**src/pinmux_pkg.sv**
```systemverilog
package pinmux_pkg;

  // Clock rate and the high-drive time of the opcode-fetch strobe.
  localparam int CLK_MHZ = 125;
  localparam int QUARTER_NS = 8;
  localparam int QUARTER_RAW = (QUARTER_NS * CLK_MHZ) / 1000;
  localparam int QUARTER_CLKS = (QUARTER_RAW < 1) ? 1 : QUARTER_RAW;
  localparam int CNT_W = 4;

  // Codes equal {mode_select_b, mode_select_a} as sampled during reset.
  typedef enum logic [1:0] {
    MODE_BOOTSTRAP = 2'b00,
    MODE_TEST = 2'b01,
    MODE_SINGLE = 2'b10,
    MODE_EXPANDED = 2'b11
  } mode_t;

  typedef enum logic [1:0] {
    STB_IDLE = 2'b00,
    STB_LOW = 2'b01,
    STB_HIGH = 2'b10
  } strobe_state_t;

  typedef enum logic [2:0] {
    KIND_NONE = 3'b000,
    KIND_DATA = 3'b001,
    KIND_DIR = 3'b010,
    KIND_FUNC = 3'b011,
    KIND_SYSTEM_OPTIONS_TWO = 3'b100,
    KIND_MODE = 3'b101
  } reg_kind_t;

  // Register byte addresses.
  localparam logic [31:0] ADDR_SYSTEM_OPTIONS_TWO = 32'h0000_0038;
  localparam logic [31:0] ADDR_DATA_BASE = 32'h0000_0040;
  localparam logic [31:0] ADDR_DIR_BASE = 32'h0000_0060;
  localparam logic [31:0] ADDR_FUNC_BASE = 32'h0000_0080;
  localparam logic [31:0] ADDR_MODE = 32'h0000_00A0;
  localparam logic [31:0] BANK_MASK = 32'hFFFF_FFE3;
  localparam logic [7:0] REG_RESET = 8'h00;
  localparam int DRIVE_HIGH_BIT = 7;

  localparam logic [1:0] RESP_OKAY = 2'b00;
  localparam logic [1:0] RESP_SLVERR = 2'b10;

  // Port indices; port p owns flat bits [p*8 +: 8].
  localparam int NPORTS = 8;
  localparam int PORT_A = 0;
  localparam int PORT_B = 1;
  localparam int PORT_C = 2;
  localparam int PORT_D = 3;
  localparam int PORT_E = 4;
  localparam int PORT_F = 5;
  localparam int PORT_G = 6;
  localparam int PORT_H = 7;

  localparam logic [7:0] ALL_LINES = 8'hFF;
  localparam logic [7:0] NO_LINES = 8'h00;
  localparam logic [7:0] PORT_D_LINES = 8'h3F;
  localparam logic [7:0] G_EXT_LINES = 8'h3F;
  localparam logic [7:0] G_RW_LINE = 8'h80;
  localparam logic [7:0] H_PWM_LINES = 8'h0F;
  localparam logic [7:0] H_CS_LINES = 8'hF0;

endpackage

```
**src/pin_sync.sv**
```systemverilog
`timescale 1ns/1ps
// Three-stage synchroniser; the output follows once stages two and three agree.
// No reset, so it keeps sampling while the device reset is held.
module pin_sync (
  input wire logic i_clk,
  input wire logic i_pin,
  output logic o_level
);
  logic s1_r;
  logic s2_r;
  logic s3_r;
  logic level_r;

  always_ff @(posedge i_clk) begin
    s1_r <= i_pin;
    s2_r <= s1_r;
    s3_r <= s2_r;
  end

  always_ff @(posedge i_clk) begin
    if (s2_r == s3_r) begin
      level_r <= s3_r;
    end
  end

  assign o_level = level_r;
endmodule

```
**src/port_lane.sv**
```systemverilog
`timescale 1ns/1ps
// One port: chooses bus, peripheral or general-purpose drive per line and
// registers the pin drive; absent or input-only lines never drive.
module port_lane #(
  parameter logic [7:0] LINES = 8'hFF,
  parameter logic [7:0] DRIVABLE = 8'hFF
) (
  input wire logic i_clk,
  input wire logic i_rst,
  input wire logic [7:0] i_pin,
  input wire logic [7:0] i_gpio_out,
  input wire logic [7:0] i_gpio_dir,
  input wire logic [7:0] i_func_sel,
  input wire logic [7:0] i_func_out,
  input wire logic [7:0] i_func_oe,
  input wire logic [7:0] i_bus_sel,
  input wire logic [7:0] i_bus_out,
  input wire logic [7:0] i_bus_oe,
  output logic [7:0] o_pin_out,
  output logic [7:0] o_pin_oe,
  output logic [7:0] o_level
);
  logic [7:0] out_r;
  logic [7:0] oe_r;
  logic [7:0] out_nxt;
  logic [7:0] oe_nxt;
  logic [7:0] level_raw;

  genvar b;
  generate
    for (b = 0; b < 8; b++) begin : g_line
      pin_sync u_sync (
        .i_clk(i_clk),
        .i_pin(i_pin[b]),
        .o_level(level_raw[b])
      );
    end
  endgenerate

  always_comb begin
    out_nxt = (i_bus_sel & i_bus_out) | (~i_bus_sel & i_func_sel & i_func_out)
      | (~i_bus_sel & ~i_func_sel & i_gpio_out);
    oe_nxt = (i_bus_sel & i_bus_oe) | (~i_bus_sel & i_func_sel & i_func_oe)
      | (~i_bus_sel & ~i_func_sel & i_gpio_dir);
    out_nxt = out_nxt & LINES & DRIVABLE;
    oe_nxt = oe_nxt & LINES & DRIVABLE;
  end

  always_ff @(posedge i_clk or posedge i_rst) begin
    if (i_rst) begin
      out_r <= 8'h00;
      oe_r <= 8'h00;
    end else begin
      out_r <= out_nxt;
      oe_r <= oe_nxt;
    end
  end

  assign o_pin_out = out_r;
  assign o_pin_oe = oe_r;
  assign o_level = level_raw & LINES;
endmodule

```
**src/mode_select_pin_mux.sv**
```systemverilog
`timescale 1ns/1ps
module mode_select_pin_mux #(
  parameter bit REDUCED = 1'b0
) (
  input wire logic I_CLK,
  input wire logic I_RST,
  input wire logic [31:0] I_AXI_AWADDR,
  input wire logic I_AXI_AWVALID,
  output logic O_AXI_AWREADY,
  input wire logic [31:0] I_AXI_WDATA,
  input wire logic [3:0] I_AXI_WSTRB,
  input wire logic I_AXI_WVALID,
  output logic O_AXI_WREADY,
  output logic [1:0] O_AXI_BRESP,
  output logic O_AXI_BVALID,
  input wire logic I_AXI_BREADY,
  input wire logic [31:0] I_AXI_ARADDR,
  input wire logic I_AXI_ARVALID,
  output logic O_AXI_ARREADY,
  output logic [31:0] O_AXI_RDATA,
  output logic [1:0] O_AXI_RRESP,
  output logic O_AXI_RVALID,
  input wire logic I_AXI_RREADY,
  input wire logic I_MODE_SELECT_A,
  input wire logic I_MODE_SELECT_B,
  output logic O_OPCODE_FETCH_STROBE,
  output logic O_OPCODE_FETCH_STROBE_OE,
  input wire logic [63:0] I_PORT_IN,
  output logic [63:0] O_PORT_OUT,
  output logic [63:0] O_PORT_OE,
  input wire logic I_OPCODE_FETCH,
  input wire logic [15:0] I_BUS_ADDR,
  input wire logic [7:0] I_BUS_DATA_OUT,
  input wire logic I_BUS_DATA_OE,
  input wire logic I_BUS_READ,
  output logic [7:0] O_BUS_DATA_IN,
  output logic [1:0] O_MODE,
  input wire logic [63:0] I_FUNC_OUT,
  input wire logic [63:0] I_FUNC_OE,
  output logic [63:0] O_PIN_LEVEL
);

  function automatic logic is_exp(input pinmux_pkg::mode_t m);
    is_exp = (m == pinmux_pkg::MODE_EXPANDED) || (m == pinmux_pkg::MODE_TEST);
  endfunction

  function automatic logic [7:0] port_lines(input int p);
    if (p == pinmux_pkg::PORT_D) begin
      port_lines = pinmux_pkg::PORT_D_LINES;
    end else if (p == pinmux_pkg::PORT_G && REDUCED) begin
      port_lines = pinmux_pkg::G_RW_LINE;
    end else if (p == pinmux_pkg::PORT_H && REDUCED) begin
      port_lines = pinmux_pkg::H_PWM_LINES;
    end else begin
      port_lines = pinmux_pkg::ALL_LINES;
    end
  endfunction

  function automatic pinmux_pkg::reg_kind_t reg_kind(input logic [31:0] a);
    logic [31:0] bank;
    bank = a & pinmux_pkg::BANK_MASK;
    if (a == pinmux_pkg::ADDR_SYSTEM_OPTIONS_TWO) begin
      reg_kind = pinmux_pkg::KIND_SYSTEM_OPTIONS_TWO;
    end else if (a == pinmux_pkg::ADDR_MODE) begin
      reg_kind = pinmux_pkg::KIND_MODE;
    end else if (bank == pinmux_pkg::ADDR_DATA_BASE) begin
      reg_kind = pinmux_pkg::KIND_DATA;
    end else if (bank == pinmux_pkg::ADDR_DIR_BASE) begin
      reg_kind = pinmux_pkg::KIND_DIR;
    end else if (bank == pinmux_pkg::ADDR_FUNC_BASE) begin
      reg_kind = pinmux_pkg::KIND_FUNC;
    end else begin
      reg_kind = pinmux_pkg::KIND_NONE;
    end
  endfunction

  logic mode_a_lvl;
  logic mode_b_lvl;
  pinmux_pkg::mode_t mode_r;
  pinmux_pkg::strobe_state_t stb_state_r;
  logic [pinmux_pkg::CNT_W-1:0] stb_cnt_r;
  logic [7:0] system_options_two_r;
  logic [7:0] data_r [pinmux_pkg::NPORTS];
  logic [7:0] dir_r [pinmux_pkg::NPORTS];
  logic [7:0] func_r [pinmux_pkg::NPORTS];
  logic [7:0] func_sel [pinmux_pkg::NPORTS];
  logic [7:0] bus_sel [pinmux_pkg::NPORTS];
  logic [7:0] bus_out [pinmux_pkg::NPORTS];
  logic [7:0] bus_oe [pinmux_pkg::NPORTS];
  logic aw_held_r;
  logic w_held_r;
  logic [31:0] awaddr_r;
  logic [7:0] wdata_r;
  logic wlane_r;
  logic bvalid_r;
  logic [1:0] bresp_r;
  logic rvalid_r;
  logic [31:0] rdata_r;
  logic [1:0] rresp_r;
  logic do_write;
  pinmux_pkg::reg_kind_t wkind;
  pinmux_pkg::reg_kind_t rkind;
  logic [2:0] widx;
  logic [2:0] ridx;
  logic [7:0] rval;

  pin_sync u_sync_mode_a (.i_clk(I_CLK), .i_pin(I_MODE_SELECT_A), .o_level(mode_a_lvl));
  pin_sync u_sync_mode_b (.i_clk(I_CLK), .i_pin(I_MODE_SELECT_B), .o_level(mode_b_lvl));

  // Mode follows the pins only while reset is held, then stays frozen.
  always_ff @(posedge I_CLK) begin
    if (I_RST) begin
      mode_r <= pinmux_pkg::mode_t'({mode_b_lvl, mode_a_lvl});
    end
  end
  assign O_MODE = mode_r;

  // Fetch strobe: low for the fetch cycle, optionally driven high afterwards.
  always_ff @(posedge I_CLK or posedge I_RST) begin
    if (I_RST) begin
      stb_state_r <= pinmux_pkg::STB_IDLE;
      stb_cnt_r <= '0;
    end else begin
      case (stb_state_r)
        pinmux_pkg::STB_IDLE: begin
          if (I_OPCODE_FETCH) begin
            stb_state_r <= pinmux_pkg::STB_LOW;
          end
        end
        pinmux_pkg::STB_LOW: begin
          if (!I_OPCODE_FETCH && system_options_two_r[pinmux_pkg::DRIVE_HIGH_BIT]) begin
            stb_state_r <= pinmux_pkg::STB_HIGH;
            stb_cnt_r <= pinmux_pkg::CNT_W'(pinmux_pkg::QUARTER_CLKS - 1);
          end else if (!I_OPCODE_FETCH) begin
            stb_state_r <= pinmux_pkg::STB_IDLE;
          end
        end
        pinmux_pkg::STB_HIGH: begin
          if (I_OPCODE_FETCH) begin
            stb_state_r <= pinmux_pkg::STB_LOW;
          end else if (stb_cnt_r == '0) begin
            stb_state_r <= pinmux_pkg::STB_IDLE;
          end else begin
            stb_cnt_r <= stb_cnt_r - 1'b1;
          end
        end
        default: begin
          stb_state_r <= pinmux_pkg::STB_IDLE;
        end
      endcase
    end
  end

  // Pin A only drives in the expanded modes; it never drives while reset is held.
  assign O_OPCODE_FETCH_STROBE_OE = is_exp(mode_r)
    && (stb_state_r != pinmux_pkg::STB_IDLE);
  assign O_OPCODE_FETCH_STROBE = (stb_state_r == pinmux_pkg::STB_HIGH);

  // Selection of bus and peripheral functions per port.
  always_comb begin
    for (int p = 0; p < pinmux_pkg::NPORTS; p++) begin
      bus_sel[p] = pinmux_pkg::NO_LINES;
      bus_out[p] = pinmux_pkg::NO_LINES;
      bus_oe[p] = pinmux_pkg::NO_LINES;
      func_sel[p] = pinmux_pkg::NO_LINES;
    end
    if (is_exp(mode_r)) begin
      bus_sel[pinmux_pkg::PORT_B] = pinmux_pkg::ALL_LINES;
      bus_out[pinmux_pkg::PORT_B] = I_BUS_ADDR[15:8];
      bus_oe[pinmux_pkg::PORT_B] = pinmux_pkg::ALL_LINES;
      bus_sel[pinmux_pkg::PORT_C] = pinmux_pkg::ALL_LINES;
      bus_out[pinmux_pkg::PORT_C] = I_BUS_DATA_OUT;
      bus_oe[pinmux_pkg::PORT_C] = {8{I_BUS_DATA_OE}};
      bus_sel[pinmux_pkg::PORT_F] = pinmux_pkg::ALL_LINES;
      bus_out[pinmux_pkg::PORT_F] = I_BUS_ADDR[7:0];
      bus_oe[pinmux_pkg::PORT_F] = pinmux_pkg::ALL_LINES;
      bus_sel[pinmux_pkg::PORT_G] = pinmux_pkg::G_RW_LINE;
      bus_out[pinmux_pkg::PORT_G] = {I_BUS_READ, 7'b000_0000};
      bus_oe[pinmux_pkg::PORT_G] = pinmux_pkg::G_RW_LINE;
      func_sel[pinmux_pkg::PORT_G] = func_r[pinmux_pkg::PORT_G] & pinmux_pkg::G_EXT_LINES;
      func_sel[pinmux_pkg::PORT_H] = func_r[pinmux_pkg::PORT_H];
    end else begin
      func_sel[pinmux_pkg::PORT_H] = func_r[pinmux_pkg::PORT_H] & pinmux_pkg::H_PWM_LINES;
    end
    func_sel[pinmux_pkg::PORT_A] = func_r[pinmux_pkg::PORT_A];
    func_sel[pinmux_pkg::PORT_D] = func_r[pinmux_pkg::PORT_D];
    func_sel[pinmux_pkg::PORT_E] = func_r[pinmux_pkg::PORT_E];
  end

  genvar gp;
  generate
    for (gp = 0; gp < pinmux_pkg::NPORTS; gp++) begin : g_port
      port_lane #(
        .LINES(port_lines(gp)),
        .DRIVABLE((gp == pinmux_pkg::PORT_E) ? pinmux_pkg::NO_LINES : pinmux_pkg::ALL_LINES)
      ) u_lane (
        .i_clk(I_CLK),
        .i_rst(I_RST),
        .i_pin(I_PORT_IN[gp*8 +: 8]),
        .i_gpio_out(data_r[gp]),
        .i_gpio_dir(dir_r[gp]),
        .i_func_sel(func_sel[gp]),
        .i_func_out(I_FUNC_OUT[gp*8 +: 8]),
        .i_func_oe(I_FUNC_OE[gp*8 +: 8]),
        .i_bus_sel(bus_sel[gp]),
        .i_bus_out(bus_out[gp]),
        .i_bus_oe(bus_oe[gp]),
        .o_pin_out(O_PORT_OUT[gp*8 +: 8]),
        .o_pin_oe(O_PORT_OE[gp*8 +: 8]),
        .o_level(O_PIN_LEVEL[gp*8 +: 8])
      );
    end
  endgenerate
  assign O_BUS_DATA_IN = O_PIN_LEVEL[pinmux_pkg::PORT_C*8 +: 8];

  // Register bus: write address and data are held until both have arrived.
  assign O_AXI_AWREADY = !aw_held_r && !bvalid_r;
  assign O_AXI_WREADY = !w_held_r && !bvalid_r;
  assign do_write = aw_held_r && w_held_r && !bvalid_r;
  assign wkind = reg_kind(awaddr_r);
  assign widx = awaddr_r[4:2];

  always_ff @(posedge I_CLK or posedge I_RST) begin
    if (I_RST) begin
      aw_held_r <= 1'b0;
      w_held_r <= 1'b0;
      awaddr_r <= '0;
      wdata_r <= pinmux_pkg::REG_RESET;
      wlane_r <= 1'b0;
      bvalid_r <= 1'b0;
      bresp_r <= pinmux_pkg::RESP_OKAY;
    end else begin
      if (O_AXI_AWREADY && I_AXI_AWVALID) begin
        aw_held_r <= 1'b1;
        awaddr_r <= I_AXI_AWADDR;
      end
      if (O_AXI_WREADY && I_AXI_WVALID) begin
        w_held_r <= 1'b1;
        wdata_r <= I_AXI_WDATA[7:0];
        wlane_r <= I_AXI_WSTRB[0];
      end
      if (do_write) begin
        aw_held_r <= 1'b0;
        w_held_r <= 1'b0;
        bvalid_r <= 1'b1;
        bresp_r <= (wkind == pinmux_pkg::KIND_NONE) ? pinmux_pkg::RESP_SLVERR
          : pinmux_pkg::RESP_OKAY;
      end else if (bvalid_r && I_AXI_BREADY) begin
        bvalid_r <= 1'b0;
      end
    end
  end
  assign O_AXI_BVALID = bvalid_r;
  assign O_AXI_BRESP = bresp_r;

  always_ff @(posedge I_CLK or posedge I_RST) begin
    if (I_RST) begin
      system_options_two_r <= pinmux_pkg::REG_RESET;
      for (int p = 0; p < pinmux_pkg::NPORTS; p++) begin
        data_r[p] <= pinmux_pkg::REG_RESET;
        dir_r[p] <= pinmux_pkg::REG_RESET;
        func_r[p] <= pinmux_pkg::REG_RESET;
      end
    end else if (do_write && wlane_r) begin
      case (wkind)
        pinmux_pkg::KIND_SYSTEM_OPTIONS_TWO: system_options_two_r <= wdata_r;
        pinmux_pkg::KIND_DATA: data_r[widx] <= wdata_r & port_lines(int'(widx));
        pinmux_pkg::KIND_DIR: dir_r[widx] <= wdata_r & port_lines(int'(widx));
        pinmux_pkg::KIND_FUNC: func_r[widx] <= wdata_r & port_lines(int'(widx));
        default: begin
        end
      endcase
    end
  end

  // Read path: a data register returns the pin level on lines set as inputs.
  assign rkind = reg_kind(I_AXI_ARADDR);
  assign ridx = I_AXI_ARADDR[4:2];
  always_comb begin
    case (rkind)
      pinmux_pkg::KIND_SYSTEM_OPTIONS_TWO: rval = system_options_two_r;
      pinmux_pkg::KIND_DATA: rval = (data_r[ridx] & dir_r[ridx])
        | (O_PIN_LEVEL[ridx*8 +: 8] & ~dir_r[ridx]);
      pinmux_pkg::KIND_DIR: rval = dir_r[ridx];
      pinmux_pkg::KIND_FUNC: rval = func_r[ridx];
      pinmux_pkg::KIND_MODE: rval = {5'b0_0000, REDUCED, mode_r};
      default: rval = pinmux_pkg::REG_RESET;
    endcase
  end

  assign O_AXI_ARREADY = !rvalid_r;
  always_ff @(posedge I_CLK or posedge I_RST) begin
    if (I_RST) begin
      rvalid_r <= 1'b0;
      rdata_r <= '0;
      rresp_r <= pinmux_pkg::RESP_OKAY;
    end else if (O_AXI_ARREADY && I_AXI_ARVALID) begin
      rvalid_r <= 1'b1;
      rdata_r <= {24'h00_0000, rval};
      rresp_r <= (rkind == pinmux_pkg::KIND_NONE) ? pinmux_pkg::RESP_SLVERR
        : pinmux_pkg::RESP_OKAY;
    end else if (I_AXI_RREADY) begin
      rvalid_r <= 1'b0;
    end
  end
  assign O_AXI_RVALID = rvalid_r;
  assign O_AXI_RDATA = rdata_r;
  assign O_AXI_RRESP = rresp_r;

  property p_mode_hold;
    @(posedge I_CLK) disable iff (I_RST) !$past(I_RST) |-> $stable(mode_r);
  endproperty
  a_mode_hold: assert property (p_mode_hold) else $error("mode changed after reset");

  property p_mode_code;
    @(posedge I_CLK) disable iff (I_RST)
      $fell(I_RST) |-> mode_r == $past({mode_b_lvl, mode_a_lvl});
  endproperty
  a_mode_code: assert property (p_mode_code) else $error("mode code mismatch");

  property p_pin_a_quiet;
    @(posedge I_CLK) disable iff (I_RST) !is_exp(mode_r) |-> !O_OPCODE_FETCH_STROBE_OE;
  endproperty
  a_pin_a_quiet: assert property (p_pin_a_quiet) else $error("pin A driven");

  property p_strobe_low;
    @(posedge I_CLK) disable iff (I_RST)
      is_exp(mode_r) && I_OPCODE_FETCH |=> O_OPCODE_FETCH_STROBE_OE && !O_OPCODE_FETCH_STROBE;
  endproperty
  a_strobe_low: assert property (p_strobe_low) else $error("strobe not low on fetch");

  property p_drive_high;
    @(posedge I_CLK) disable iff (I_RST)
      is_exp(mode_r) && stb_state_r == pinmux_pkg::STB_LOW && !I_OPCODE_FETCH
      && system_options_two_r[pinmux_pkg::DRIVE_HIGH_BIT] |=> O_OPCODE_FETCH_STROBE_OE
      && O_OPCODE_FETCH_STROBE ##1 !O_OPCODE_FETCH_STROBE;
  endproperty
  a_drive_high: assert property (p_drive_high) else $error("strobe high drive wrong");

  property p_no_high;
    @(posedge I_CLK) disable iff (I_RST)
      O_OPCODE_FETCH_STROBE |-> $past(system_options_two_r[pinmux_pkg::DRIVE_HIGH_BIT]);
  endproperty
  a_no_high: assert property (p_no_high) else $error("strobe high while disabled");

  property p_port_widths;
    @(posedge I_CLK) disable iff (I_RST)
      O_PORT_OE[pinmux_pkg::PORT_D*8+6 +: 2] == 2'b00
      && O_PORT_OE[pinmux_pkg::PORT_E*8 +: 8] == pinmux_pkg::NO_LINES;
  endproperty
  a_port_widths: assert property (p_port_widths) else $error("absent line driven");

  property p_reduced;
    @(posedge I_CLK) disable iff (I_RST)
      REDUCED |-> O_PORT_OE[pinmux_pkg::PORT_G*8 +: 7] == 7'h00
      && O_PORT_OE[pinmux_pkg::PORT_H*8+4 +: 4] == 4'h0;
  endproperty
  a_reduced: assert property (p_reduced) else $error("omitted line driven");

  property p_gpio_modes;
    @(posedge I_CLK) disable iff (I_RST)
      !is_exp(mode_r) |=> O_PORT_OE[pinmux_pkg::PORT_B*8 +: 8] == $past(dir_r[pinmux_pkg::PORT_B])
      && O_PORT_OE[pinmux_pkg::PORT_G*8 +: 6] == $past(dir_r[pinmux_pkg::PORT_G][5:0]);
  endproperty
  a_gpio_modes: assert property (p_gpio_modes) else $error("port not general-purpose");

  // The pin registers leave reset one edge after release, so that edge is skipped.
  property p_bus_map;
    @(posedge I_CLK) disable iff (I_RST)
      !$past(I_RST) && is_exp(mode_r)
      |=> O_PORT_OUT[pinmux_pkg::PORT_F*8 +: 8] == $past(I_BUS_ADDR[7:0])
      && O_PORT_OUT[pinmux_pkg::PORT_B*8 +: 8] == $past(I_BUS_ADDR[15:8])
      && O_PORT_OUT[pinmux_pkg::PORT_G*8+7] == $past(I_BUS_READ);
  endproperty
  a_bus_map: assert property (p_bus_map) else $error("bus mapping wrong");

  property p_timer_func;
    @(posedge I_CLK) disable iff (I_RST)
      func_r[pinmux_pkg::PORT_A] == pinmux_pkg::ALL_LINES
      |=> O_PORT_OE[pinmux_pkg::PORT_A*8 +: 8] == $past(I_FUNC_OE[pinmux_pkg::PORT_A*8 +: 8]);
  endproperty
  a_timer_func: assert property (p_timer_func) else $error("timer port not passed");

  c_expanded: cover property (@(posedge I_CLK) disable iff (I_RST) is_exp(mode_r));
  c_strobe_high: cover property (@(posedge I_CLK) disable iff (I_RST) O_OPCODE_FETCH_STROBE);
  c_write: cover property (@(posedge I_CLK) disable iff (I_RST) O_AXI_BVALID && I_AXI_BREADY);
  c_read: cover property (@(posedge I_CLK) disable iff (I_RST) O_AXI_RVALID && I_AXI_RREADY);

endmodule

```
**config.mk**
```make
export PLATFORM = sky130hd
export DESIGN_NAME = mode_select_pin_mux
export DESIGN_NICKNAME = d
export VERILOG_FILES = /design/src/pinmux_pkg.sv /design/src/pin_sync.sv /design/src/port_lane.sv /design/src/mode_select_pin_mux.sv
export SDC_FILE = /design/constraint.sdc
export NUM_CORES = 1
export LEC_CHECK = 0
export BUFFER_PORTS_ARGS = -buffer_cell sky130_fd_sc_hd__buf_2
export CORE_AREA = 2 2 221 223
export DETAILED_ROUTE_END_ITERATION = 8
export DIE_AREA = 0 0 223 225
export PLACE_DENSITY = 0.75
export SYNTH_ARGS = -nofsm -noshare
export SYNTH_HDL_FRONTEND = slang
export SYNTH_SLANG_ARGS = --single-unit
```
**constraint.sdc**
```tcl
create_clock -name I_CLK -period 14 [get_ports I_CLK]
set_clock_uncertainty 0.1 [all_clocks]
set_input_delay 0 -clock I_CLK [delete_from_list [all_inputs] [get_ports I_CLK]]
set_output_delay 0 -clock I_CLK [all_outputs]
set_load 0.01 [all_outputs]
```
Word level (Yosys, flattened, before mapping)
Index checks and enable logic that the tools add are counted.
{ "classes": {"n_addsub": 1, "n_lt_le_gt_ge": 3, "eq_ne": 94, "shifts": 1, "muxes": 59, "n_bitwise": 65, "n_reduce_logical": 34} }
{ "ops": {"columns": ["cell", "count"], "rows": [
  ["$and 8x8->8", 32],
  ["$bwmux 64", 3],
  ["$mux 8", 15],
  ["$or 8x8->8", 15],
  ["$eq 29x4->1 const B", 4],
  ["$mux 16", 5],
  ["$bmux 8 s3", 3],
  ["$eq 1x1->1", 64],
  ["$eq 32x6->1 const B", 2],
  ["$eq 32x8->1 const B", 2],
  ["$shiftx 64x7->8", 1],
  ["$eq 29x5->1 const B", 2],
  ["$not 8->8", 7],
  ["$pmux 8 s5", 1],
  ["$mux 2", 13],
  ["$and 6x6->6", 4],
  ["$demux 8 s3", 1],
  ["$eq 3x2->1 const B", 4],
  ["$eq 3x3->1 const B", 4],
  ["$logic_and 1x1->1", 12],
  ["$mux 3", 4],
  ["$mux 4", 3],
  ["$or 6x6->6", 2],
  ["$reduce_bool 2->1", 6],
  ["other kinds (25)", 48]
]} }
{ "totals": {"ff_bits": 629, "inputBits": 328, "output_inout_bits": 245, "wordCells": 565} }

Longest topological paths before layout
Gate-level depths: netlist of run 1.
{ "logic_depth": {"ltp_word": 11, "ltp_mapped": 9, "ltp_nobuf": 8} }

Modules after synthesis
From an unflattened synthesis of run 1, not the netlist that was laid out.
{ "hier_totals": {"cells_unflattened": 1695, "hier_area_um2": 24218.2} }
{ "by_module_without_submodules": {"columns": ["module", "n_inst", "cells_per_inst", "area_each_um2", "seq_area_each_um2"], "rows": [
  ["mode_select_pin_mux", 1, 912, 12963.7, 6591.3],
  ["pin_sync", 64, 5, 98.8, 90.1],
  ["port_lane (g_port[0].u_lane ...)", 6, 65, 704.4, 400.4],
  ["port_lane (g_port[3].u_lane)", 1, 56, 578.1, 300.3],
  ["port_lane (g_port[4].u_lane)", 1, 17, 123.9, 0.0]
]} }

Worst setup path before layout of run 1
Ideal clock, no wire load.
{ "synth_path": {"path_kind": "reg-to-reg", "startpoint": "reg awaddr_r[11]", "endpoint": "reg func_r[56] in the netlist's numbering", "setup_time_ns": 0.125, "arrival_ns": 2.288, "required_time_ns": 13.775, "path_slack_ns": 11.488, "path_stages_with_launch": 7, "path_buffers": 1, "period_less_slack_ns": 2.512, "path_cell_list": "dfrtp_1 nor4_1 nand4_1 or4b_1 buf_6 nor4_4 mux2_2"} }
{ "synth_between": {"elab_chain_cells": 8, "word_cells_on_any_way": 12, "classes_between": "eq/ne: 6; mux: 5; reduce/logical: 1"} }
{ "synth_lines": {"columns": ["element", "line", "text"], "rows": [
  ["from (decl)", "mode_select_pin_mux.sv:92", "logic [31:0] awaddr_r;"],
  ["from (signal assigned)", "mode_select_pin_mux.sv:227", "awaddr_r <= '0;"],
  ["from (signal assigned)", "mode_select_pin_mux.sv:235", "awaddr_r <= I_AXI_AWADDR;"],
  ["$eq 29x5->1", "mode_select_pin_mux.sv:70", "end else if (bank == pinmux_pkg::ADDR_FUNC_BASE) begin"],
  ["$mux 2", "mode_select_pin_mux.sv:70", null],
  ["$mux 2", "mode_select_pin_mux.sv:68", "end else if (bank == pinmux_pkg::ADDR_DIR_BASE) begin"],
  ["$mux 2", "mode_select_pin_mux.sv:66", "end else if (bank == pinmux_pkg::ADDR_DATA_BASE) begin"],
  ["$mux 3", "mode_select_pin_mux.sv:64", "end else if (a == pinmux_pkg::ADDR_MODE) begin"],
  ["$mux 3 (*)", "mode_select_pin_mux.sv:62", "if (a == pinmux_pkg::ADDR_SYSTEM_OPTIONS_TWO) begin"],
  ["$eq 3x2->1 (*)", "mode_select_pin_mux.sv:265", "case (wkind)"],
  ["$reduce_and 2->1 (no line) (*)", null, null],
  ["to (signal, indexed assignment)", "mode_select_pin_mux.sv:262", "func_r[p] <= pinmux_pkg::REG_RESET;"],
  ["to (signal, indexed assignment)", "mode_select_pin_mux.sv:269", "pinmux_pkg::KIND_FUNC: func_r[widx] <= wdata_r & port_lines(int'(widx));"],
  ["to (decl)", "mode_select_pin_mux.sv:85", "logic [7:0] func_r [pinmux_pkg::NPORTS];"]
]} }
Mark *: on every way between the ends. The rest lies on a longest branch, timed or not.
A chain may end at the register's enable or synchronous reset.

Worst setup path in the final report of run 1
{ "layout_path": {"startpoint": "reg awaddr_r[31]", "endpoint": "reg func_r[33] in the netlist's numbering"} }
Same word-level chain as after synthesis.

==> results of run 1 <==
power by group:
part	switching (mW)	total (mW)	internal (mW)
Clock	0.725	1.69	0.968
Sequential	0.165	2.12	1.95
Combinational	0.228	0.451	0.222
Total	1.12	4.26	3.14
cell usage in the layout (no fill, tap or decap), types with 4 or more instances in the layout:
master	instances
buf_2	421
dfrtp_1	369
mux2_2	340
dlygate4sd3_1	278
dfxtp_1	192
edfxtp_1	66
xnor2_1	65
clkbuf_16	61
mux4_2	52
conb_1	48
nand2_1	33
nor2_1	24
o21ai_0	24
nor4_1	20
or2_2	18
nand3_1	16
inv_1	15
nor2b_1	14
mux2i_1	14
clkinv_2	14
buf_4	14
clkbuf_8	13
nand2b_1	12
nand4_1	11
and2_1	8
nand3b_1	7
nor3_1	7
a32oi_1	7
clkbuf_1	7
a21oi_1	6
o22ai_1	6
nor2_2	5
o221ai_1	5
o2bb2ai_1	5
o211ai_1	5
bufinv_16	5
and3_1	4
or3_1	4
clkinv_4	4
flip-flops by register name, indices dropped and copies added (netlist names), 2 cells and up:
register and count:
wdata_r 8, g_port.u_lane.g_line.u_sync.s2_r 62, g_port.u_lane.g_line.u_sync.s1_r 62, g_port.u_lane.g_line.u_sync.o_level 62, g_port.u_lane.g_line.u_sync.s3_r 62, awaddr_r 32, stb_state_r 2, func_r 64
stb_cnt_r 4, O_MODE 2, data_r 64, g_port.u_lane.o_pin_oe 54, g_port.u_lane.o_pin_out 54, O_AXI_RDATA 8, dir_r 64, system_options_two_r 8
cell type report:
type,instances,area [sq um],share of cell area [%]
diodes,3,7.51,0.0245
multi-input cells,803,7640,25.0
inverters,17,71.3,0.233
flip-flops and latches,627,15100,49.2
clock inverters,32,347,1.13
clock buffers,81,1730,5.65
well taps,615,769,2.51
repair buffers,713,4990,16.3
final timing paths:
check / startpoint / endpoint / slack, ps / cells past startpoint
min in group I_CLK: I_BUS_DATA_OUT[5] / g_port[2].u_lane.o_pin_out[5] / 50 / 3
max in group asynchronous: I_RST / g_port[0].u_lane.o_pin_oe[3] / 11340 / 5
worst min-delay path: I_RST / O_AXI_RVALID / 20 / 3
worst min register to register: g_port[5].u_lane.g_line[4].u_sync.s1_r / g_port[5].u_lane.g_line[4].u_sync.s2_r / 220 / 0
worst max-delay path: awaddr_r[31] / func_r[33] / 10320 / 5
worst max register to register: awaddr_r[31] / func_r[33] / 10320 / 5
through the flow:
| stage | hold WS (ps) | setup WS [ps] |
|---|---|---|
| detailed placement | 3.57 | 10600 |
| global route | 32.5 | 10230 |
| CTS | 4.62 | 10480 |
| finish | 21.1 | 10320 |
| floorplan | -72.3 | 3650 |
| global placement | 2.29 | 10610 |
repair_timing:
| item | CTS | global route |
|---|---|---|
| endpoints found under the hold margin | 353 | 0 |
| hold buffers | 278 | 0 |
| buffers inserted | 0 | 0 |
cell families (layout without fill, tap and decap cells):
logic type               Yosys count  after routing  synth area share [%]
AO/OA/AOI/OAI                     82             82                  2.36
XOR/XNOR                          66             66                  2.44
adder cells (fa/ha/maj)            2              2                 0.105
buffers and inverters            198            843                  5.12
flip-flops                       627            627                  63.4
multiplexers                     406            406                  21.7
other                              1             51                0.0158
AND/OR/NAND/NOR                  199            199                  4.86
worst min-delay path: stages:
cell           delay, ps
dlygate4sd3_1        550
buf_2                170
inv_8                590
routing by layer:
layer  vias up  GRT usage [%]
met4         2           10.3
li1       6765              -
met1      7866           35.3
met2       638           47.2
met3       151           6.38
met5         -              0
==> impl_metrics.toml, run 1 <==
[clock_network]
clk_latency_ps = 630
cts-root-buf = "clkbuf_16"
numCtsBuffers = 61
clk_pin_slew_ps = 60
clockBufferDepth = 3
htree_levels = 2
ctsResizeCount = 0
cts_tree = "built"
clock_sinks = 627

[timing]
finalSetupTns_ps = 0
min_period_ps = 3680
slew_violations = 0
hold_viol = 0
rsz0062_at_grt = "false"
fin_crit_sh_pct = 26.3
setup_viol = 0
clock.fmax_ghz = 0.272
worst_pin_slew_ps = 1220
max_slew_margin_pct = 18.6

[die]
dieArea_sq_um = 50200
io_pins = 573
core_area_sq_um = 47500
start_util_pct = 49.9
fp.dieH_um = 225
die_w_um = 223
rows = 80

[power_and_ir_drop]
power_density_nw_per_um2 = 139
power.leakage_nw = 14.3
finalPower_mw = 4.26
worst_ir_drop_vdd_uv = 106

[drt]
wl_met2_um = 34500
ant_nets = 0
wl_met1_um = 28100
viasPerCell = 5.33
drc = 0
wl_um = 69800
wl_met3_um = 4800
vias = 15400
wl_per_cell_um = 24.2
initialDrtViolationCount = 1093
top_layer = "met5"
drtPass1Iterations = 6

[synthesis]
syn_area_sq_um = 23700
yosysSeqAreaShare_pct = 63.4
synth.area.top_cells = "dfrtp_1 39%, dfxtp_1 16%, mux2_2 16%"
ys_warn_count = 0
synth_seq_cells = 627
synth_cells = 1581
async_flop_share_pct = 58.9
netlist.area_leader.share_pct = 38.9
synth_cell_types = 60
synthTopCellsByCount = "369 x dfrtp_1, 340 x mux2_2, 192 x dfxtp_1, 118 x buf_4, 66 x edfxtp_1"
synth.most_common_cell = "dfrtp_1"
synth_top_cell_by_area = "dfrtp_1"
synth_ff_type = "dfrtp_1"
synth_edf_count = 66
avgSynthCellArea_sq_um = 15.0

[critical_path]
crit_arrival_ps = 4090
critPathCaptureType = "flop"
crit_path_max_incr_delay_ps = 910
slowest_stage = "nor3_2"
crit_path_start_kind = "flop"
path_delay_family = "simple AND/OR/NAND/NOR gates"
crit_chain = "nor4_1 > nand4_1 > or4b_1 > nor3_2 > mux2_2"
cp_max_fo = 8
critPathKind = "reg2reg"
worstPathRequired_ps = 14410
path_buf_inv = 0

[placement]
placed_cell_area_sq_um = 25800
gp_congestion = 0.823
portBuffers = 423
hpwl_um = 45200
placed_cells = 2497

[grt]
grt_pass1_wl_um = 103000
overflow = 0
grt_pass1_vias = 16600
antenna_found_initial = 7
grt_max_degree = 142
grt.total_usage_pct = 27.9

[layout]
final_cell_area_sq_um = 30600
drive_gt1_share_pct = 42.4
area_delta_synth_final_pct = 29.0
nNetsFinal = 2553
fill_cells = 3284
final_cells = 2891
utilization_pct = 64.4

[flow_run]
drv_cap = 0

[worst_hold_path]
hold_path.class = "in2async"

[status]
status = "finished clean"
Power figures use the tool's default switching activity.
==> run 2, diff against run 1 <==
--- a/config.mk
+++ b/config.mk
@@ -5,11 +5,12 @@
 export SDC_FILE = /design/constraint.sdc
 export NUM_CORES = 1
 export LEC_CHECK = 0
+export ABC_AREA = 1
 export BUFFER_PORTS_ARGS = -buffer_cell sky130_fd_sc_hd__buf_2
-export CORE_AREA = 2 2 221 223
+export CORE_AREA = 2 2 224 226
 export DETAILED_ROUTE_END_ITERATION = 8
-export DIE_AREA = 0 0 223 225
-export PLACE_DENSITY = 0.75
+export DIE_AREA = 0 0 226 228
+export PLACE_DENSITY = 0.76
 export SYNTH_ARGS = -nofsm -noshare
 export SYNTH_HDL_FRONTEND = slang
 export SYNTH_SLANG_ARGS = --single-unit
==> constraint.sdc (replaced) <==
create_clock -name I_CLK -period 3.5 [get_ports I_CLK]
set_clock_uncertainty 0.1 [all_clocks]
set_input_delay 0 -clock I_CLK [delete_from_list [all_inputs] [get_ports I_CLK]]
set_output_delay 0 -clock I_CLK [all_outputs]
set_load 0.01 [all_outputs]
==> run 2 against run 1 <==
Net effect: synthesized cell count is 59% higher; worst setup slack worse by 9700 ps; combinational power grew to 6.2 times the previous value; register-to-register slack worse by 9400 ps; area after synthesis is 4.6% higher; wire length is 9.0% higher; critical endpoint is now O_AXI_RDATA[1]; highest routed layer unchanged.
==> impl_metrics.toml, run 2 <==
[status]
status = "finished clean"

[die]
io_pins = 573
core_area_sq_um = 49300
dieArea_sq_um = 51500
rows = 82
start_util_pct = 50.3
die_w_um = 226
fp.dieH_um = 228

[drt]
initialDrtViolationCount = 1601
ant_nets = 0
wl_per_cell_um = 19.6
vias = 20000
wl_um = 76100
drtPass1Iterations = 9
viasPerCell = 5.14
drc = 0

[synthesis]
syn_area_sq_um = 24800
synth_edf_count = 66
synth_ff_type = "dfrtp_1"
synth.most_common_cell = "nand2_1"
synth_top_cell_by_area = "dfrtp_1"
synth_cells = 2511
async_flop_share_pct = 58.9
synth_cell_types = 43
avgSynthCellArea_sq_um = 9.89
synth.area.top_cells = "dfrtp_1 37%, dfxtp_1 15%, nand2_1 12%"
ys_warn_count = 0
yosysSeqAreaShare_pct = 60.6
netlist.area_leader.share_pct = 37.2
synth_seq_cells = 627
synthTopCellsByCount = "772 x nand2_1, 369 x dfrtp_1, 192 x dfxtp_1, 164 x nand3_1, 132 x inv_1"

[clock_network]
cts_tree = "built"
numCtsBuffers = 60
clockBufferDepth = 3
clk_pin_slew_ps = 70
cts-root-buf = "clkbuf_16"
htree_levels = 2
clk_latency_ps = 660
clock_sinks = 627

[grt]
grt_max_degree = 90
grt_pass1_vias = 20500
overflow = 0
antenna_found_initial = 2
grt_pass1_wl_um = 117000
grt.total_usage_pct = 29.7

[timing]
worst_pin_slew_ps = 1290
setup_viol = 0
slew_violations = 0
finalSetupTns_ps = 0
timing.final.ws_setup_ps = 577
max_slew_margin_pct = 13.6
hold_viol = 0
clock.fmax_ghz = 0.342
fin_crit_sh_pct = 83.5
min_period_ps = 2920
rsz0062_at_grt = "false"

[layout]
reg.largest.list = "data_r x64, dir_r x64, func_r x64"
area_delta_synth_final_pct = 29.2
drive_gt1_share_pct = 22.6
final_cells = 3890
final_cell_mix = "772 x nand2_1, 422 x buf_2, 369 x dfrtp_1, 316 x dlygate4sd3_1, 192 x dfxtp_1"
nNetsFinal = 3495
utilization_pct = 65.0
layout_commonest_cell = "nand2_1"

[critical_path]
worstPathRequired_ps = 3990
crit_path_max_incr_delay_ps = 590
slowest_stage = "dlygate4sd3_1"
crit_arrival_ps = 3420
crit_top_cell = "dlygate4sd3_1"
path_buf_inv = 5
critPathKind = "in2reg"
critPathCaptureType = "flop"
crit_chain = "dlygate4sd3_1 > buf_2 > nor2_1 > nand4_1 > dlygate4sd3_1 > nor2_1 > nand3_1 > dlygate4sd3_1 > nand4_1 > dlygate4sd3_1 > nand2_1 > nand2_1"
path_delay_family = "buffers and inverters"
cp_max_fo = 8
crit_path_start_kind = "input port"

[power_and_ir_drop]
finalPower_mw = 18.0
power_density_nw_per_um2 = 560
power.leakage_nw = 15.4
worst_ir_drop_vdd_uv = 529

[placement]
hpwl_um = 48300
placed_cells = 3459
place_ws_ps = 1170
gp_congestion = 0.928
portBuffers = 423

[flow_run]
drv_cap = 0

[worst_hold_path]
hold_path.class = "in2reg"
[run 2: logic make-up (layout without fill, tap and decap cells)]
kind of cell    after synthesis  in the layout  share of synthesized area (%)
xor+xnor                     64             64                           2.26
buf+inv                     363           1022                           8.27
fa+ha+maj                     2              2                          0.101
compound gates              287            287                           6.85
mux                          44             44                           2.00
simple gates               1123           1123                           19.9
flops                       627            627                           60.6
other cells                   1             49                         0.0151
[run 2: area by class of cell]
cell class,count,area (sq um)
clock inverters,25,345
fillers,3629,17300
clock buffers,89,1840
diodes,1,2.50
repair buffers,766,5550
well taps,672,841
flip-flops and latches,627,15100
inverters,142,547
multi-input cells,1568,7900
[run 2: routing by layer]
metal / share of wire, % / vias up / wire length [um] / GRT usage [%]
li1: - / 9202 / - / -
met1: 39 / 9626 / 29300 / 36.5
met2: 49 / 923 / 37500 / 50.0
met3: 7.1 / 234 / 5400 / 5.90
met4: 5.1 / 2 / 3850 / 14.6
met5: 0.017 / - / 13 / 0
[run 2: final timing paths]
kind | start | endpoint | slack [ps] | depth (start not counted)
hold / removal | I_FUNC_OE[2] | g_port[0].u_lane.o_pin_oe[2] | 30 | 4
min in group asynchronous | I_RST | data_r[15] | 600 | 4
setup reg to reg | O_AXI_BVALID | wdata_r[3] | 890 | 6
setup / recovery | I_AXI_ARADDR[19] | O_AXI_RDATA[1] | 580 | 12
max in group asynchronous | I_RST | data_r[59] | 1700 | 5
hold reg to reg | g_port[7].u_lane.g_line[6].u_sync.s1_r | g_port[7].u_lane.g_line[6].u_sync.s2_r | 190 | 0
[run 2: stage by stage]
stage	cell area [sq um]	hold slack [ps]
floorplan	25000	-72.3
global placement	26700	2.16
detailed placement	26700	3.57
CTS	32100	1.62
global route	32100	15.6
finish	32100	33.0
[run 2: where the power goes]
group	switching, mW	internal (mW)	leakage [nW]	total (mW)
registers	0.290	7.81	7.20	8.10
clock network	2.95	4.12	1.07	7.07
logic	1.86	0.956	7.14	2.81
total	5.10	12.9	15.4	18.0
[run 2: worst reg2reg max path, cell delays in order, from the launching register on]
cell	delay (ps)
dfrtp_1	430
nor2_1	150
nand2_1	390
nor2_1	230
dlygate4sd3_1	580
a21oi_1	50
dlygate4sd3_1	580
[run 2: what timing repair did]
action,in CTS,in global routing
setup endpoints to repair,0,1
hold endpoints to repair,368,0
gates resized for setup,0,1
hold buffers,317,0
buffers inserted,0,0
==> run 3, diff against run 2 <==
==> constraint.sdc (replaced) <==
create_clock -name I_CLK -period 2.7 [get_ports I_CLK]
set_clock_uncertainty 0.1 [all_clocks]
set_input_delay 0 -clock I_CLK [delete_from_list [all_inputs] [get_ports I_CLK]]
set_output_delay 0 -clock I_CLK [all_outputs]
set_load 0.01 [all_outputs]
==> run 3 against run 2 <==
Net effect: the flow now finishes with violations (negative hold slack); non-clock buffer count increased by 67; flip-flop and latch count unchanged; wire length increased by 1.6%; highest routed layer unchanged; largest power group unchanged; die area unchanged.
==> impl_metrics.toml, run 3 (same netlist as run 2, synthesis figures left out) <==
[status]
status = "complete, but fails checks"
violations = "negative hold slack"

[timing]
worst_pin_slew_ps = 779
hold_viol = 1
setup_viol = 0
slew_violations = 0
timing.final.ws_setup_ps = 74.8
max_slew_margin_pct = 48.1
whs_ps = -7.64
min_period_ps = 2630
rsz0062_at_grt = "false"
fin_crit_sh_pct = 97.2
clock.fmax_ghz = 0.381

[layout]
final_cell_mix = "771 x nand2_1, 422 x buf_2, 369 x dfrtp_1, 367 x dlygate4sd3_1, 192 x dfxtp_1"
layout_commonest_cell = "nand2_1"
final_cells = 3958
drive_gt1_share_pct = 22.6
nNetsFinal = 3563
final_cell_area_sq_um = 32800
area_delta_synth_final_pct = 32.1
reg.largest.list = "data_r x64, dir_r x64, func_r x64"

[placement]
place_ws_ps = 566
placed_cells = 3475
hpwl_um = 48400
placed_cell_area_sq_um = 26900
portBuffers = 423
gp_congestion = 0.913

[power_and_ir_drop]
power.leakage_nw = 15.7
finalPower_mw = 23.9
worst_ir_drop_vdd_uv = 714
power_density_nw_per_um2 = 728

[worst_hold_path]
hold_path.class = "in2reg"
hold_path_depth = 10

[drt]
wl_per_cell_um = 19.5
top_layer = "met5"
wl_met1_um = 29700
ant_nets = 0
vias = 20300
initialDrtViolationCount = 1777
wl_met2_um = 38800
wl_um = 77300
drtPass1Iterations = 6
viasPerCell = 5.12
drc = 0
wl_met3_um = 5240

[grt]
grt_pass1_wl_um = 118000
antenna_found_initial = 3
overflow = 0
grt_max_degree = 92
grt_pass1_vias = 20800
grt.total_usage_pct = 30.0

[critical_path]
critPathCaptureType = "flop"
path_buf_inv = 3
worstPathRequired_ps = 3100
cp.depth = 7
crit_arrival_ps = 3030
crit_path_max_incr_delay_ps = 610
cp_max_fo = 50
critPathKind = "reg2reg"
path_delay_family = "buffers and inverters"
crit_chain = "nor2_1 > nand2_1 > buf_6 > nor2_1 > dlygate4sd3_1 > a21oi_1 > dlygate4sd3_1"
slowest_stage = "dlygate4sd3_1"
crit_path_start_kind = "flop"
reg2reg_depth = 7

[clock_network]
cts_tree = "built"
numCtsBuffers = 61
clk_pin_slew_ps = 70
htree_levels = 2
clk_latency_ps = 640
clockBufferDepth = 3
cts-root-buf = "clkbuf_16"
clock_sinks = 627

[flow_run]
drv_cap = 0

[die]
start_util_pct = 50.3
fp.dieH_um = 228
dieArea_sq_um = 51500
io_pins = 573
rows = 82
die_w_um = 226
core_area_sq_um = 49300
run 3: cell count changes in the layout (fill, tap and decap cells not counted), moves of 2 or more:
cell and delta:
dlygate4sd3_1 +51, inv_4 +2, buf_12 +7, clkbuf_8 +3, buf_4 +8, clkbuf_1 +5, clkinvlp_4 -2, clkinv_2 -6
run 3: layout make-up:
class	count	area [sq um]
Fill cell	3614	16500
Sequential cell	627	15100
Multi-Input combinational cell	1568	7910
Timing Repair Buffer	833	6270
Clock buffer	96	1870
Tap cell	672	841
Inverter	142	547
Clock inverter	19	309
Antenna cell	1	2.50
run 3: metrics by stage:
stage	TNS [ps]	utilization, %
global placement	0	54.6
detailed placement	0	54.6
global route	0	66.5
finish	0	66.5
CTS	0	66.4
floorplan	-867950	-
run 3: where the power goes:
group          internal (mW)  total (mW)  leakage [nW]  switching, mW
Combinational           1.71        4.26          7.48           2.55
Sequential              10.1        10.5          7.20          0.388
Clock                   5.37        9.12          1.07           3.75
run 3: worst paths after layout:
| kind | endpoint | slack (ps) | start |
|---|---|---|---|
| hold / removal | O_AXI_RDATA[1] | -8 | I_AXI_ARADDR[15] |
| setup / recovery | awaddr_r[15] | 70 | O_AXI_BVALID |
| hold reg to reg | g_port[6].u_lane.g_line[6].u_sync.s2_r | 230 | g_port[6].u_lane.g_line[6].u_sync.s1_r |
| setup reg to reg | awaddr_r[15] | 70 | O_AXI_BVALID |
| min in group asynchronous | g_port[7].u_lane.o_pin_oe[7] | 560 | I_RST |
| max in group asynchronous | g_port[3].u_lane.o_pin_oe[1] | 1000 | I_RST |
run 3: what timing repair did:
item / in CTS / in global routing
endpoints found under the hold margin: 584 / 0
resized for setup: 0 / 4
endpoints found under the setup margin: 0 / 14
buffers inserted: 0 / 0
hold buffers: 367 / 0
run 3: worst register-to-register path: stages, from the launching register on:
cell and delay [ps]:
dfrtp_1 440, nor2_1 180, nand2_1 90, buf_6 230, nor2_1 240, dlygate4sd3_1 610, a21oi_1 50, dlygate4sd3_1 570
run 3: routing by layer:
metal  GRT usage (%)  vias up
li1                -     9355
met1            36.4     9747
met2            51.9      929
met3            5.68      227
met4            13.1        4
met5               0        -
